<file path="src/shared/prsc_pkg.sv">
package prsc_pkg;

    // register page addresses
    localparam logic [15:0] PRSC_ADDR_PRE_PIN = 16'h0087;
    localparam logic [15:0] PRSC_ADDR_PIN     = 16'h0088;
    localparam logic [15:0] PRSC_ADDR_LATCH   = 16'h0089;
    localparam logic [15:0] PRSC_ADDR_ACT     = 16'h008A;
    localparam logic [15:0] PRSC_ADDR_MASK    = 16'h008B;
    localparam logic [15:0] PRSC_ADDR_POL     = 16'h008C;
    localparam logic [15:0] PRSC_ADDR_CTRL    = 16'h008D;
    localparam logic [15:0] PRSC_ADDR_LAST    = 16'h008F;

    // function command codes
    localparam logic [7:0] PRSC_CMD_READ_REGS = 8'hF0;
    localparam logic [7:0] PRSC_CMD_CH_READ   = 8'hF5;
    localparam logic [7:0] PRSC_CMD_WR_SEARCH = 8'hCC;

    // control_and_status fields
    localparam int PRSC_BIT_SRC = 0;
    localparam int PRSC_BIT_CMB = 1;
    localparam int PRSC_BIT_RPF = 2;
    localparam int PRSC_BIT_POR = 3;
    localparam int PRSC_BIT_EXT = 7;

    localparam logic [3:0] PRSC_CTRL_RESET  = 4'h8;
    localparam logic [7:0] PRSC_MASK_RESET  = 8'h00;
    localparam logic [7:0] PRSC_POL_RESET   = 8'h00;
    localparam logic [7:0] PRSC_UNDEF_BYTE  = 8'h00;
    localparam logic [7:0] PRSC_ONES_BYTE   = 8'hFF;

    localparam logic [4:0]  PRSC_CH_LAST    = 5'd31;
    localparam logic [2:0]  PRSC_STROBE_END = 3'd1;
    localparam logic [2:0]  PRSC_BIT_MSB    = 3'd7;
    localparam logic [15:0] PRSC_CRC_POLY   = 16'hA001;
    localparam logic [15:0] PRSC_CRC_RESET  = 16'h0000;

    localparam int PRSC_BYTE_W     = 8;
    localparam int PRSC_FIFO_DEPTH = 16;

    typedef enum logic [3:0] {
        PRSC_IDLE    = 4'b0000,
        PRSC_ADDR_LO = 4'b0001,
        PRSC_ADDR_HI = 4'b0011,
        PRSC_RD_DATA = 4'b0010,
        PRSC_RD_CRC  = 4'b0110,
        PRSC_ONES    = 4'b0111,
        PRSC_CH_DATA = 4'b0101,
        PRSC_CH_CRC  = 4'b0100,
        PRSC_WR_DATA = 4'b1100,
        PRSC_DISCARD = 4'b1101
    } prsc_st_type;

    typedef struct packed {
        logic       valid;
        logic [7:0] data;
    } prsc_byte_type;

    typedef struct packed {
        logic valid;
        logic bit_val;
    } prsc_tx_type;

endpackage

</file>
<file path="src/verilog/prsc_crc16.sv">
`timescale 1ns/1ps
module prsc_crc16 (
    input  wire logic        i_ref_clk,
    input  wire logic        i_rst_n,
    input  wire logic        i_clear,
    input  wire logic        i_add,
    input  wire logic [7:0]  i_byte,
    output logic      [15:0] o_crc
);
    import prsc_pkg::*;

    typedef struct packed {
        logic [15:0] crc;
    } prsc_crc_state_type;

    prsc_crc_state_type s;
    prsc_crc_state_type next_s;

    // lsb first, reflected generator
    function automatic logic [15:0] crc_byte(input logic [15:0] c, input logic [7:0] d);
        logic [15:0] r;
        r = c;
        for (int i = 0; i < 8; i++) begin
            r = (r[0] ^ d[i]) ? ((r >> 1) ^ PRSC_CRC_POLY) : (r >> 1);
        end
        return r;
    endfunction

    always_comb begin
        next_s = s;
        if (i_clear) begin
            next_s.crc = PRSC_CRC_RESET;
        end
        if (i_add) begin
            next_s.crc = crc_byte(i_clear ? PRSC_CRC_RESET : s.crc, i_byte);
        end
    end

    always_ff @(posedge i_ref_clk) begin
        if (!i_rst_n) begin
            s.crc <= PRSC_CRC_RESET;
        end else begin
            s <= next_s;
        end
    end

    assign o_crc = s.crc;
endmodule

</file>
<file path="src/verilog/prsc_fifo.sv">
`timescale 1ns/1ps
module prsc_fifo #(
    parameter int WIDTH = 8,
    parameter int DEPTH = 16
) (
    input  wire logic             i_ref_clk,
    input  wire logic             i_rst_n,
    input  wire logic             i_flush,
    input  wire logic             i_in_valid,
    input  wire logic [WIDTH-1:0] i_in_data,
    output logic                  o_in_ready,
    output logic                  o_out_valid,
    output logic      [WIDTH-1:0] o_out_data,
    input  wire logic             i_out_ready
);
    localparam int PW = $clog2(DEPTH);
    localparam int CW = $clog2(DEPTH + 1);
    localparam logic [CW-1:0] FULL = CW'(DEPTH);

    typedef struct packed {
        logic [DEPTH-1:0][WIDTH-1:0] mem;
        logic [PW-1:0]               wr;
        logic [PW-1:0]               rd;
        logic [CW-1:0]               cnt;
        logic                        ready;
    } prsc_fifo_state_type;

    prsc_fifo_state_type s;
    prsc_fifo_state_type next_s;
    logic                push;
    logic                pop;

    always_comb begin
        next_s = s;
        push   = i_in_valid && s.ready;
        pop    = i_out_ready && (s.cnt != '0);
        if (push) begin
            next_s.mem[s.wr] = i_in_data;
            next_s.wr        = s.wr + 1'b1;
        end
        if (pop) begin
            next_s.rd = s.rd + 1'b1;
        end
        next_s.cnt = s.cnt + CW'(push) - CW'(pop);
        if (i_flush) begin
            next_s.wr  = '0;
            next_s.rd  = '0;
            next_s.cnt = '0;
        end
        next_s.ready = (next_s.cnt != FULL);
    end

    always_ff @(posedge i_ref_clk) begin
        if (!i_rst_n) begin
            s <= '{default: '0, ready: 1'b1};
        end else begin
            s <= next_s;
        end
    end

    assign o_in_ready  = s.ready;
    assign o_out_valid = (s.cnt != '0);
    assign o_out_data  = s.mem[s.rd];
endmodule

</file>
<file path="src/verilog/prsc_ctrl.sv">
// Overview of operation
// - control_and_status changes only through the search register write command.
// - after power-on reset without supply, control_and_status reads 08h.
// - bits 4 to 6 of control_and_status always read zero.
// - bit 0 picks pins or activity latches as search input.
// - bit 1 picks OR or AND of per-channel results.
// - with one enabled channel the combine mode makes no difference.
// - bit 2 makes the reset/strobe pin a reset input or strobe output.
// - power-on flag set at reset, afterwards only cleared by a write.
// - power-on flag set means every conditional search is answered.
// - bit 7 reads external supply presence and cannot be written.
// - mask enables each channel, polarity gives its qualifying level.
// - OR mode qualifies if any enabled channel matches its polarity.
// - AND mode qualifies only if all enabled channels match.
// - speed is standard until overdrive is explicitly entered.
// - register read returns bytes from target address up to 008Fh.
// - then inverted CRC16 of command, address and data bytes.
// - after that CRC every read slot answers one until bus reset.
// - pins sampled at MSB of address high byte or of byte 0087h.
// - channel read streams pin bytes, inverted CRC16 after every 32.
// - a bus reset aborts any command in progress.
// - first CRC covers command and 32 samples, later ones 32 samples.
// - strobe pulses low during the two low bits of each channel read pin byte.
`timescale 1ns/1ps
module prsc_ctrl (
    input  wire logic                   i_ref_clk,
    input  wire logic                   i_rst_n,
    input  wire logic                   i_bus_reset,
    input  wire logic                   i_od_enter,
    input  wire logic                   i_od_leave,
    input  wire prsc_pkg::prsc_byte_type i_rx,
    output logic                        o_rx_ready,
    input  wire logic                   i_read_slot,
    output prsc_pkg::prsc_tx_type       o_tx,
    input  wire logic [7:0]             i_port_pins,
    input  wire logic [7:0]             i_output_latch,
    input  wire logic [7:0]             i_activity,
    input  wire logic                   i_ext_supply,
    input  wire logic                   i_reset_strobe_pin_in,
    output logic                        o_reset_strobe_pin_out,
    output logic                        o_reset_strobe_pin_oe,
    output logic                        o_pin_reset,
    output logic                        o_search_response,
    output logic                        o_overdrive_flag
);
    import prsc_pkg::*;

    typedef struct packed {
        prsc_st_type st;
        logic [7:0]  cmd;
        logic [15:0] addr;
        logic [7:0]  shreg;
        logic [2:0]  bit_idx;
        logic [4:0]  cnt;
        logic        crc_hi;
        logic        addcrc;
        logic        strobe;
        logic [7:0]  pins;
        logic [7:0]  mask;
        logic [7:0]  pol;
        logic [3:0]  ctl;
        logic        od;
        logic        resp;
        logic        pin_reset;
        prsc_tx_type tx;
    } prsc_state_type;

    localparam prsc_state_type STATE_RESET = '{
        st:    PRSC_IDLE,
        mask:  PRSC_MASK_RESET,
        pol:   PRSC_POL_RESET,
        ctl:   PRSC_CTRL_RESET,
        shreg: PRSC_ONES_BYTE,
        tx:    '{valid: 1'b0, bit_val: 1'b1},
        default: '0
    };

    prsc_state_type s;
    prsc_state_type next_s;

    logic        fifo_valid;
    logic [7:0]  fifo_data;
    logic        fifo_ready;
    logic        crc_clr;
    logic        crc_add;
    logic [7:0]  crc_in;
    logic [15:0] crc;
    logic [7:0]  pins_now;
    logic [7:0]  src;
    logic [7:0]  match;

    // byte at an address of the register page
    function automatic logic [7:0] reg_byte(input logic [15:0] a, input logic [7:0] pins,
                                            input prsc_state_type st, input logic ext);
        logic [7:0] v;
        v = PRSC_UNDEF_BYTE;
        unique case (a)
            PRSC_ADDR_PIN:   v = pins;
            PRSC_ADDR_LATCH: v = i_output_latch;
            PRSC_ADDR_ACT:   v = i_activity;
            PRSC_ADDR_MASK:  v = st.mask;
            PRSC_ADDR_POL:   v = st.pol;
            PRSC_ADDR_CTRL:  v = {ext, 3'b000, st.ctl};
            default:         v = (a > PRSC_ADDR_CTRL) ? PRSC_ONES_BYTE : PRSC_UNDEF_BYTE;
        endcase
        return v;
    endfunction

    prsc_fifo #(
        .WIDTH (PRSC_BYTE_W),
        .DEPTH (PRSC_FIFO_DEPTH)
    ) u_rx_fifo (
        .i_ref_clk   (i_ref_clk),
        .i_rst_n     (i_rst_n),
        .i_flush     (i_bus_reset),
        .i_in_valid  (i_rx.valid),
        .i_in_data   (i_rx.data),
        .o_in_ready  (o_rx_ready),
        .o_out_valid (fifo_valid),
        .o_out_data  (fifo_data),
        .i_out_ready (fifo_ready)
    );

    prsc_crc16 u_crc (
        .i_ref_clk (i_ref_clk),
        .i_rst_n   (i_rst_n),
        .i_clear   (crc_clr),
        .i_add     (crc_add),
        .i_byte    (crc_in),
        .o_crc     (crc)
    );

    always_comb begin
        next_s          = s;
        next_s.tx.valid = 1'b0;
        next_s.addcrc   = 1'b0;
        crc_clr         = 1'b0;
        crc_add         = s.addcrc;
        crc_in          = s.shreg;
        pins_now        = s.pins;
        fifo_ready      = s.st inside {PRSC_IDLE, PRSC_ADDR_LO, PRSC_ADDR_HI,
                                       PRSC_WR_DATA, PRSC_DISCARD};

        // bytes written by the master
        if (fifo_valid && fifo_ready) begin
            unique case (s.st)
                PRSC_IDLE: begin
                    crc_clr    = 1'b1;
                    crc_add    = 1'b1;
                    crc_in     = fifo_data;
                    next_s.cmd = fifo_data;
                    if (fifo_data == PRSC_CMD_READ_REGS || fifo_data == PRSC_CMD_WR_SEARCH) begin
                        next_s.st = PRSC_ADDR_LO;
                    end else if (fifo_data == PRSC_CMD_CH_READ) begin
                        next_s.st      = PRSC_CH_DATA;
                        next_s.shreg   = i_port_pins;
                        next_s.addcrc  = 1'b1;
                        next_s.cnt     = '0;
                        next_s.bit_idx = '0;
                        next_s.strobe  = s.ctl[PRSC_BIT_RPF];
                    end else begin
                        next_s.st = PRSC_DISCARD;
                    end
                end
                PRSC_ADDR_LO: begin
                    crc_add          = 1'b1;
                    crc_in           = fifo_data;
                    next_s.addr[7:0] = fifo_data;
                    next_s.st        = PRSC_ADDR_HI;
                end
                PRSC_ADDR_HI: begin
                    crc_add           = 1'b1;
                    crc_in            = fifo_data;
                    next_s.addr[15:8] = fifo_data;
                    next_s.bit_idx    = '0;
                    if ({fifo_data, s.addr[7:0]} == PRSC_ADDR_PIN) begin
                        pins_now    = i_port_pins;
                        next_s.pins = i_port_pins;
                    end
                    if (s.cmd == PRSC_CMD_WR_SEARCH) begin
                        next_s.st = PRSC_WR_DATA;
                    end else if ({fifo_data, s.addr[7:0]} > PRSC_ADDR_LAST) begin
                        next_s.st    = PRSC_ONES;
                        next_s.shreg = PRSC_ONES_BYTE;
                    end else begin
                        next_s.st     = PRSC_RD_DATA;
                        next_s.shreg  = reg_byte({fifo_data, s.addr[7:0]}, pins_now, s,
                                                 i_ext_supply);
                        next_s.addcrc = 1'b1;
                    end
                end
                PRSC_WR_DATA: begin
                    next_s.addr = s.addr + 16'h0001;
                    unique case (s.addr)
                        PRSC_ADDR_MASK: next_s.mask = fifo_data;
                        PRSC_ADDR_POL:  next_s.pol  = fifo_data;
                        PRSC_ADDR_CTRL: begin
                            // low three bits load, the power-on flag can only drop
                            next_s.ctl = {s.ctl[PRSC_BIT_POR] & fifo_data[PRSC_BIT_POR],
                                          fifo_data[2:0]};
                            next_s.st  = PRSC_DISCARD;
                        end
                        default: next_s.st = PRSC_DISCARD;
                    endcase
                end
                default: begin
                end
            endcase
        end

        // read time slots
        if (i_read_slot) begin
            next_s.tx.valid   = 1'b1;
            next_s.tx.bit_val = 1'b1;
            if (s.st inside {PRSC_RD_DATA, PRSC_RD_CRC, PRSC_ONES, PRSC_CH_DATA,
                             PRSC_CH_CRC}) begin
                next_s.tx.bit_val = s.shreg[s.bit_idx];
                next_s.bit_idx    = s.bit_idx + 3'd1;
                if (s.st == PRSC_CH_DATA && s.bit_idx == PRSC_STROBE_END) begin
                    next_s.strobe = 1'b0;
                end
                if (s.bit_idx == PRSC_BIT_MSB) begin
                    unique case (s.st)
                        PRSC_RD_DATA: begin
                            if (s.addr == PRSC_ADDR_PRE_PIN) begin
                                pins_now    = i_port_pins;
                                next_s.pins = i_port_pins;
                            end
                            if (s.addr == PRSC_ADDR_LAST) begin
                                next_s.st     = PRSC_RD_CRC;
                                next_s.shreg  = ~crc[7:0];
                                next_s.crc_hi = 1'b1;
                            end else begin
                                next_s.addr   = s.addr + 16'h0001;
                                next_s.shreg  = reg_byte(s.addr + 16'h0001, pins_now, s,
                                                         i_ext_supply);
                                next_s.addcrc = 1'b1;
                            end
                        end
                        PRSC_RD_CRC: begin
                            if (s.crc_hi) begin
                                next_s.shreg  = ~crc[15:8];
                                next_s.crc_hi = 1'b0;
                            end else begin
                                next_s.st    = PRSC_ONES;
                                next_s.shreg = PRSC_ONES_BYTE;
                            end
                        end
                        PRSC_CH_DATA: begin
                            if (s.cnt == PRSC_CH_LAST) begin
                                next_s.st     = PRSC_CH_CRC;
                                next_s.shreg  = ~crc[7:0];
                                next_s.crc_hi = 1'b1;
                            end else begin
                                next_s.cnt    = s.cnt + 5'd1;
                                next_s.shreg  = i_port_pins;
                                next_s.addcrc = 1'b1;
                                next_s.strobe = s.ctl[PRSC_BIT_RPF];
                            end
                        end
                        PRSC_CH_CRC: begin
                            if (s.crc_hi) begin
                                next_s.shreg  = ~crc[15:8];
                                next_s.crc_hi = 1'b0;
                            end else begin
                                // restart: later passes cover samples only
                                crc_clr       = 1'b1;
                                next_s.st     = PRSC_CH_DATA;
                                next_s.cnt    = '0;
                                next_s.shreg  = i_port_pins;
                                next_s.addcrc = 1'b1;
                                next_s.strobe = s.ctl[PRSC_BIT_RPF];
                            end
                        end
                        default: begin
                        end
                    endcase
                end
            end
        end

        // conditional search qualification
        src   = s.ctl[PRSC_BIT_SRC] ? i_activity : i_port_pins;
        match = ~(src ^ s.pol);
        next_s.resp = s.ctl[PRSC_BIT_POR] ||
                      (s.ctl[PRSC_BIT_CMB] ? &(~s.mask | match)
                                           : |(s.mask & match));

        next_s.pin_reset = !s.ctl[PRSC_BIT_RPF] && !i_reset_strobe_pin_in;

        if (i_od_enter) begin
            next_s.od = 1'b1;
        end else if (i_od_leave) begin
            next_s.od = 1'b0;
        end

        if (i_bus_reset) begin
            next_s.st     = PRSC_IDLE;
            next_s.strobe = 1'b0;
            next_s.addcrc = 1'b0;
            next_s.crc_hi = 1'b0;
        end
    end

    always_ff @(posedge i_ref_clk) begin
        if (!i_rst_n) begin
            s <= STATE_RESET;
        end else begin
            s <= next_s;
        end
    end

    assign o_tx              = s.tx;
    assign o_reset_strobe_pin_out        = 1'b0;
    assign o_reset_strobe_pin_oe         = s.strobe;
    assign o_pin_reset       = s.pin_reset;
    assign o_search_response = s.resp;
    assign o_overdrive_flag  = s.od;
endmodule

</file>
<file path="config.mk">
export PLATFORM = sky130hd
export DESIGN_NAME = prsc_ctrl
export DESIGN_NICKNAME = d
export VERILOG_FILES = /design/src/shared/prsc_pkg.sv /design/src/verilog/prsc_crc16.sv /design/src/verilog/prsc_fifo.sv /design/src/verilog/prsc_ctrl.sv
export SDC_FILE = /design/constraint.sdc
export NUM_CORES = 1
export LEC_CHECK = 0
export ABC_AREA = 1
export ABC_CLOCK_PERIOD_IN_PS = 5100
export BUFFER_PORTS_ARGS = -buffer_cell sky130_fd_sc_hd__buf_2
export CELL_PAD_IN_SITES_DETAIL_PLACEMENT = 2
export CELL_PAD_IN_SITES_GLOBAL_PLACEMENT = 2
export CORE_ASPECT_RATIO = 0.8
export CORE_UTILIZATION = 37
export CTS_CLUSTER_SIZE = 10
export DETAILED_ROUTE_END_ITERATION = 6
export GPL_ROUTABILITY_DRIVEN = 0
export GPL_TIMING_DRIVEN = 0
export PLACE_DENSITY = 0.87
export SKIP_LAST_GASP = 1
export SYNTH_ARGS = -nofsm -noshare
export SYNTH_HDL_FRONTEND = slang
export SYNTH_SLANG_ARGS = --single-unit
</file>
<file path="constraint.sdc">
create_clock -name i_ref_clk -period 5.1 [get_ports i_ref_clk]
set_clock_uncertainty 0.1 [all_clocks]
set_input_delay 0.255 -clock i_ref_clk [delete_from_list [all_inputs] [get_ports i_ref_clk]]
set_output_delay 0.255 -clock i_ref_clk [all_outputs]
set_load 0.05 [all_outputs]
</file>
==> flow_summary.json, run 1 <==
{
  "tritoncts": "yes",
  "fill_cells": 4733,
  "synth_compound_area_share_pct": 19.6,
  "row_count": 64,
  "insertion_delay_ns": 0.58,
  "power.total_mw": 8.84,
  "vdd.ir_drop.worst_v": 0.000325,
  "violations": "design-rule violations",
  "setup_slack_ns": 1.01,
  "drt_first_pass_iters": 7,
  "clkSinkCount": 238,
  "wl_per_cell_um": 24.3,
  "ys_seq_area_share_pct": 33.2,
  "ant_nets": 0,
  "setup.worst_path.end_class": "flop",
  "grt_overflow": 0,
  "yosys.area_share.simple_pct": 30.4,
  "multi_input_area_um2": 7700,
  "max_stage_delay_ns": 0.48,
  "start_util_pct": 37.5,
  "pwr_density_cell_nw_per_um2": 548,
  "async_flop_share_pct": 0,
  "final_cells": 2861,
  "yosysUniqueCellTypes": 59,
  "p_leak_nw": 7.10,
  "max_slew_margin_pct": 12.2,
  "syn_area_per_cell_um2": 6.32,
  "clockBufferDepth": 3,
  "post_cts_buffers": 0,
  "ios": 49,
  "hold_violations": 0,
  "htree_levels": 1,
  "rsz0062_at_grt": "false",
  "crit_fanout": 10,
  "cpMostUsedCell": "nand2_1",
  "clk_pin_slew_ns": 0.06,
  "dp_hpwl_um": 51300,
  "max_freq_mhz": 244,
  "slowest_stage": "nand2_1",
  "core_area_um2": 38200,
  "yosysMostFrequentCell": "nand2_1",
  "finalNetCount": 2419,
  "fin_setup_tns_ns": 0,
  "syn_inst": 2267,
  "critical_path_class": "reg -> reg",
  "synth_top_area_cell": "dfxtp_1",
  "antenna_cells": 0,
  "period_share_pct": 80.2,
  "synth-edff-count": 0,
  "setup_violations": 0,
  "syn_to_final_growth_pct": 12.6,
  "synthXorXnorAreaFrac_pct": 1.59,
  "cts-root-buf": "clkbuf_16",
  "antenna_found_initial": 1,
  "seq_area_um2": 4760,
  "ys_ff_latch": 238,
  "drive_gt1_share_pct": 7.99,
  "syn_area_um2": 14300,
  "placed_cells": 2808,
  "grt_pass1_vias": 17200,
  "synthAdderAreaFrac_pct": 2.06,
  "cts_buffers": 29,
  "die_w_um": 222,
  "drt_iter0_markers": 1434,
  "cp-start-kind": "flop",
  "vias_per_cell": 5.82,
  "synthMuxAreaShare_pct": 0,
  "synthTopCellsByCount": "nand2_1 (477), inv_1 (330), dfxtp_1 (238), o21ai_0 (238), nand3_1 (216)",
  "ys.flop_type": "dfxtp_1",
  "run_status": "finished, violations left",
  "tightest_slew_ns": 1.31,
  "finalCriticalPeriod_ns": 4.09,
  "yosysWarningCount": 0,
  "dieArea_um2": 39500,
  "drv_slew": 0,
  "die_h_um": 178,
  "drcViolationCount": 1,
  "port-buffer-count": 46,
  "routed_wl_um": 69400,
  "synth_top_family_by_area": "simple AND/OR/NAND/NOR gates",
  "synth_top_area_share_pct": 33.2,
  "grtUsageTotal_pct": 34.6,
  "synthTopCellsByArea": "dfxtp_1 (33%), nand2_1 (12%), inv_1 (8.6%)",
  "crit_chain": "buf_4 -> clkinv_1 -> buf_2 -> nand3_1 -> nand3_1 -> nand2_1 -> inv_1 -> nor3_2 -> nand2_1 -> clkbuf_1 -> o211ai_1 -> nand2_1 -> nand2_1 -> nand2_1 -> nand2_1 -> nand3_1",
  "vias": 16600,
  "maxCapViolCount": 0,
  "crit_required_ns": 5.42,
  "pre_cts_slack_ns": 1.19,
  "hp-class": "in -> reg",
  "crit_arrival_ns": 4.41,
  "grt_max_degree": 15,
  "grt_pass1_wl_um": 104000,
  "syn_nets": 2331
}
## through the flow
| step | instance area (um^2) | hold WS (ns) | util, % |
|---|---|---|---|
| floorplan | 14300 | 0.232 | - |
| global placement | 15200 | 0.320 | 39.8 |
| detailed placement | 15200 | 0.322 | 39.8 |
| CTS | 16100 | 0.00349 | 42.2 |
| global route | 16100 | 0.0210 | 42.2 |
| finish | 16100 | 0.0234 | 42.2 |
## path summary, 6_finish.rpt
check,slack [ns],end,from,cells after the start
worst max-delay path,1.01,s[46],u_rx_fifo.s[8],16
worst min register to register,0.35,u_rx_fifo.s[63],u_rx_fifo.s[63],2
worst min-delay path,0.02,u_rx_fifo.s[16],i_rx[2],3
worst max register to register,1.01,s[46],u_rx_fifo.s[8],16
## placed cells by master (no fill, tap or decap), drive strengths merged, types with 24 or more instances in the layout
master,count
a21oi,199
buf,91
clkbuf,103
dfxtp,238
inv,346
nand2,497
nand3,222
nand4,33
nor2,210
o211ai,24
o21ai,250
## metal layers
| layer | vias up | GRT usage (%) | part of all wire (%) |
|---|---|---|---|
| li1 | 7537 | - | - |
| met1 | 8413 | 49.9 | 47 |
| met2 | 601 | 54.5 | 44 |
| met3 | 98 | 4.84 | 7.4 |
| met4 | 0 | 7.93 | 2.1 |
| met5 | - | 0 | 0 |
## state kept, by name, indices dropped and copies added (netlist names)
register	cells
o_tx	2
o_pin_reset	1
o_overdrive_flag	1
u_rx_fifo.o_in_ready	1
s	74
u_crc.o_crc	16
u_rx_fifo.s	141
o_reset_strobe_pin_oe	1
o_search_response	1
## what timing repair did
item,in CTS,in global routing
endpoints found under the hold margin,19,0
hold buffers,11,0
gates resized for setup,0,0
## power breakdown
group / internal, mW / switching (mW) / total (mW)
registers: 2.02 / 0.115 / 2.14
logic: 1.29 / 3.43 / 4.72
clock network: 1.11 / 0.878 / 1.98
## critical path, delay by kind of cell, from the launching register on
| kind | cells | cell delay [ns] |
|---|---|---|
| DFF | 1 | 0.31 |
| AOI/OAI and AO/OA | 1 | 0.25 |
| buffers and inverters | 5 | 1.60 |
| and+or+nand+nor | 10 | 1.67 |
## cell families after synthesis
| group | after synthesis |
|---|---|
| other cells | 1 |
| compound gates | 524 |
| flops | 238 |
| buf+inv | 459 |
| simple gates | 996 |
| xor+xnor | 26 |
| fa+ha+maj | 23 |
## cell type report
| class | count | area share [%] |
|---|---|---|
| clock buffer | 39 | 5.10 |
| tap | 495 | 3.84 |
| timing repair buffer | 57 | 2.11 |
| multi-input combinational | 1570 | 47.7 |
| clock inverter | 3 | 0.116 |
| inverter | 350 | 8.16 |
| buffer | 109 | 3.44 |
| sequential | 238 | 29.5 |
No activity file was read; power rests on OpenSTA's default activity.
==> run 2: changes to the inputs <==
--- a/config.mk
+++ b/config.mk
@@ -6,17 +6,17 @@
 export NUM_CORES = 1
 export LEC_CHECK = 0
 export ABC_AREA = 1
-export ABC_CLOCK_PERIOD_IN_PS = 5100
+export ABC_CLOCK_PERIOD_IN_PS = 4300
 export BUFFER_PORTS_ARGS = -buffer_cell sky130_fd_sc_hd__buf_2
 export CELL_PAD_IN_SITES_DETAIL_PLACEMENT = 2
 export CELL_PAD_IN_SITES_GLOBAL_PLACEMENT = 2
 export CORE_ASPECT_RATIO = 0.8
-export CORE_UTILIZATION = 37
+export CORE_UTILIZATION = 35
 export CTS_CLUSTER_SIZE = 10
 export DETAILED_ROUTE_END_ITERATION = 6
 export GPL_ROUTABILITY_DRIVEN = 0
 export GPL_TIMING_DRIVEN = 0
-export PLACE_DENSITY = 0.87
+export PLACE_DENSITY = 0.83
 export SKIP_LAST_GASP = 1
 export SYNTH_ARGS = -nofsm -noshare
 export SYNTH_HDL_FRONTEND = slang
==> constraint.sdc (replaced) <==
create_clock -name i_ref_clk -period 4.3 [get_ports i_ref_clk]
set_clock_uncertainty 0.1 [all_clocks]
set_input_delay 0.215 -clock i_ref_clk [delete_from_list [all_inputs] [get_ports i_ref_clk]]
set_output_delay 0.215 -clock i_ref_clk [all_outputs]
set_load 0.05 [all_outputs]
==> flow_summary.json, run 2 (synthesis gave the netlist of run 1 again) <==
{
  "cpMostUsedCell": "nand2_1",
  "finalNetCount": 2422,
  "max_stage_delay_ns": 0.35,
  "drt_first_pass_iters": 5,
  "grtUsageTotal_pct": 32.8,
  "cp-start-kind": "flop",
  "vdd.ir_drop.worst_v": 0.000328,
  "final_cell_mix": "nand2_1 (477), inv_1 (330), o21ai_0 (238), dfxtp_1 (238), nand3_1 (216)",
  "run_status": "complete, no violations",
  "rsz0062_at_grt": "false",
  "setup_violations": 0,
  "htree_levels": 1,
  "row_count": 65,
  "drive_gt1_share_pct": 8.13,
  "critPathBufInv": 3,
  "antenna_found_initial": 2,
  "final_common_cell": "nand2_1",
  "slowest_stage": "nand3_1",
  "tightest_slew_ns": 1.18,
  "critPathTopFamily": "simple AND/OR/NAND/NOR gates",
  "critical_path_class": "reg -> reg",
  "ant_nets": 0,
  "drv_slew": 0,
  "grt_pass1_wl_um": 105000,
  "cts-root-buf": "clkbuf_16",
  "core_area_um2": 39900,
  "clockBufferDepth": 3,
  "largest_reg_flops": 141,
  "multi_input_area_um2": 7710,
  "finalCriticalPeriod_ns": 4.10,
  "routed_wl_um": 68800,
  "drcViolationCount": 0,
  "fin_setup_tns_ns": 0,
  "period_share_pct": 95.3,
  "clkSinkCount": 238,
  "hold_violations": 0,
  "syn_to_final_growth_pct": 13.7,
  "clk_pin_slew_ns": 0.07,
  "max_slew_margin_pct": 21.4,
  "vias": 16500,
  "pre_cts_slack_ns": 0.367,
  "dieArea_um2": 41800,
  "crit_fanout": 10,
  "insertion_delay_ns": 0.59,
  "power.total_mw": 10.5,
  "crit_required_ns": 4.73,
  "die_h_um": 183,
  "cts_buffers": 30,
  "p_leak_nw": 7.14,
  "tritoncts": "yes",
  "hp-class": "in -> reg",
  "seq_area_um2": 4760,
  "pwr_density_cell_nw_per_um2": 647,
  "ios": 49,
  "timing.hold.ws_ns": 0.0542,
  "setup_slack_ns": 0.200,
  "grt_overflow": 0,
  "crit_arrival_ns": 4.53,
  "start_util_pct": 35.9,
  "fill_cells": 4994,
  "grt_pass1_vias": 17300,
  "crit_chain": "buf_6 -> inv_4 -> buf_4 -> nand2_1 -> nand3_1 -> nand3_1 -> nand3_1 -> nand2_2 -> nor2_1 -> nand2_1 -> nor2_8 -> nand2_1 -> nor3_4 -> nand3_1 -> nand3_1 -> nand3_1 -> nand2_1 -> nand2_1 -> nand2_1 -> nand2_1 -> nand2_1",
  "grt_max_degree": 15,
  "drt_iter0_markers": 1303,
  "antenna_cells": 0,
  "dp_hpwl_um": 52000,
  "regMostFlops": "u_rx_fifo.s",
  "maxCapViolCount": 0,
  "wl_per_cell_um": 23.7,
  "max_freq_mhz": 244,
  "setup.worst_path.end_class": "flop",
  "port-buffer-count": 46,
  "utilization_pct": 40.8,
  "vias_per_cell": 5.67,
  "die_w_um": 228
}
run 2: cell types whose count changed in the layout (fill, tap and decap cells not counted):
cell / delta
clkbuf_1: +2
clkbuf_16: +2
clkbuf_8: +1
clkinv_2: +2
dlygate4sd3_1: +2
inv_6: -1
nor3_2: -1
nor3_4: +1
nor4_2: -1
nor4_4: +1
run 2: path summary, 6_finish.rpt:
kind	depth (start not counted)	slack (ns)	startpoint	to
min reg2reg	2	0.35	u_rx_fifo.s[131]	u_rx_fifo.s[131]
max	21	0.20	u_rx_fifo.s[6]	s[50]
min	7	0.05	i_port_pins[0]	s[25]
max reg2reg	21	0.20	u_rx_fifo.s[6]	s[50]
run 2: per-stage QoR:
stage	instances	cell area, um^2
detailed placement	2849	15200
global route	2910	16300
CTS	2910	16300
global placement	2849	15200
floorplan	2267	14300
finish	2910	16300
run 2: final cells by class:
type / instances / share of cell area, %
buffer: 109 / 3.41
inverter: 350 / 8.09
multi-input combinational: 1570 / 47.3
tap: 536 / 4.12
clock buffer: 44 / 5.49
sequential: 238 / 29.2
clock inverter: 4 / 0.123
timing repair buffer: 59 / 2.21
run 2: where the power goes:
| group | internal (mW) | switching, mW |
|---|---|---|
| clock | 1.41 | 1.08 |
| combinational | 1.53 | 4.00 |
| sequential | 2.40 | 0.126 |
| total | 5.34 | 5.20 |
run 2: tightest hold or removal path, stage by stage:
cell,delay [ns]
buf_2,0.14
inv_1,0.07
nand2_1,0.09
nand2_1,0.06
nand2_1,0.05
nand2_1,0.05
inv_1,0.04
run 2: repair_timing:
action                                  4_1_cts  5_1_grt
hold endpoints to repair                     58        0
hold buffers                                 13        0
setup buffers                                 0        0
endpoints found under the setup margin        0        1
gates resized for setup                       0        1
run 2: routing by layer:
layer	vias up	GRT usage (%)	wire length, um
met2	519	49.8	29100
met1	8342	48.2	33300
met5	-	0	0
li1	7544	-	-
met4	0	8.13	1660
met3	101	5.10	4780
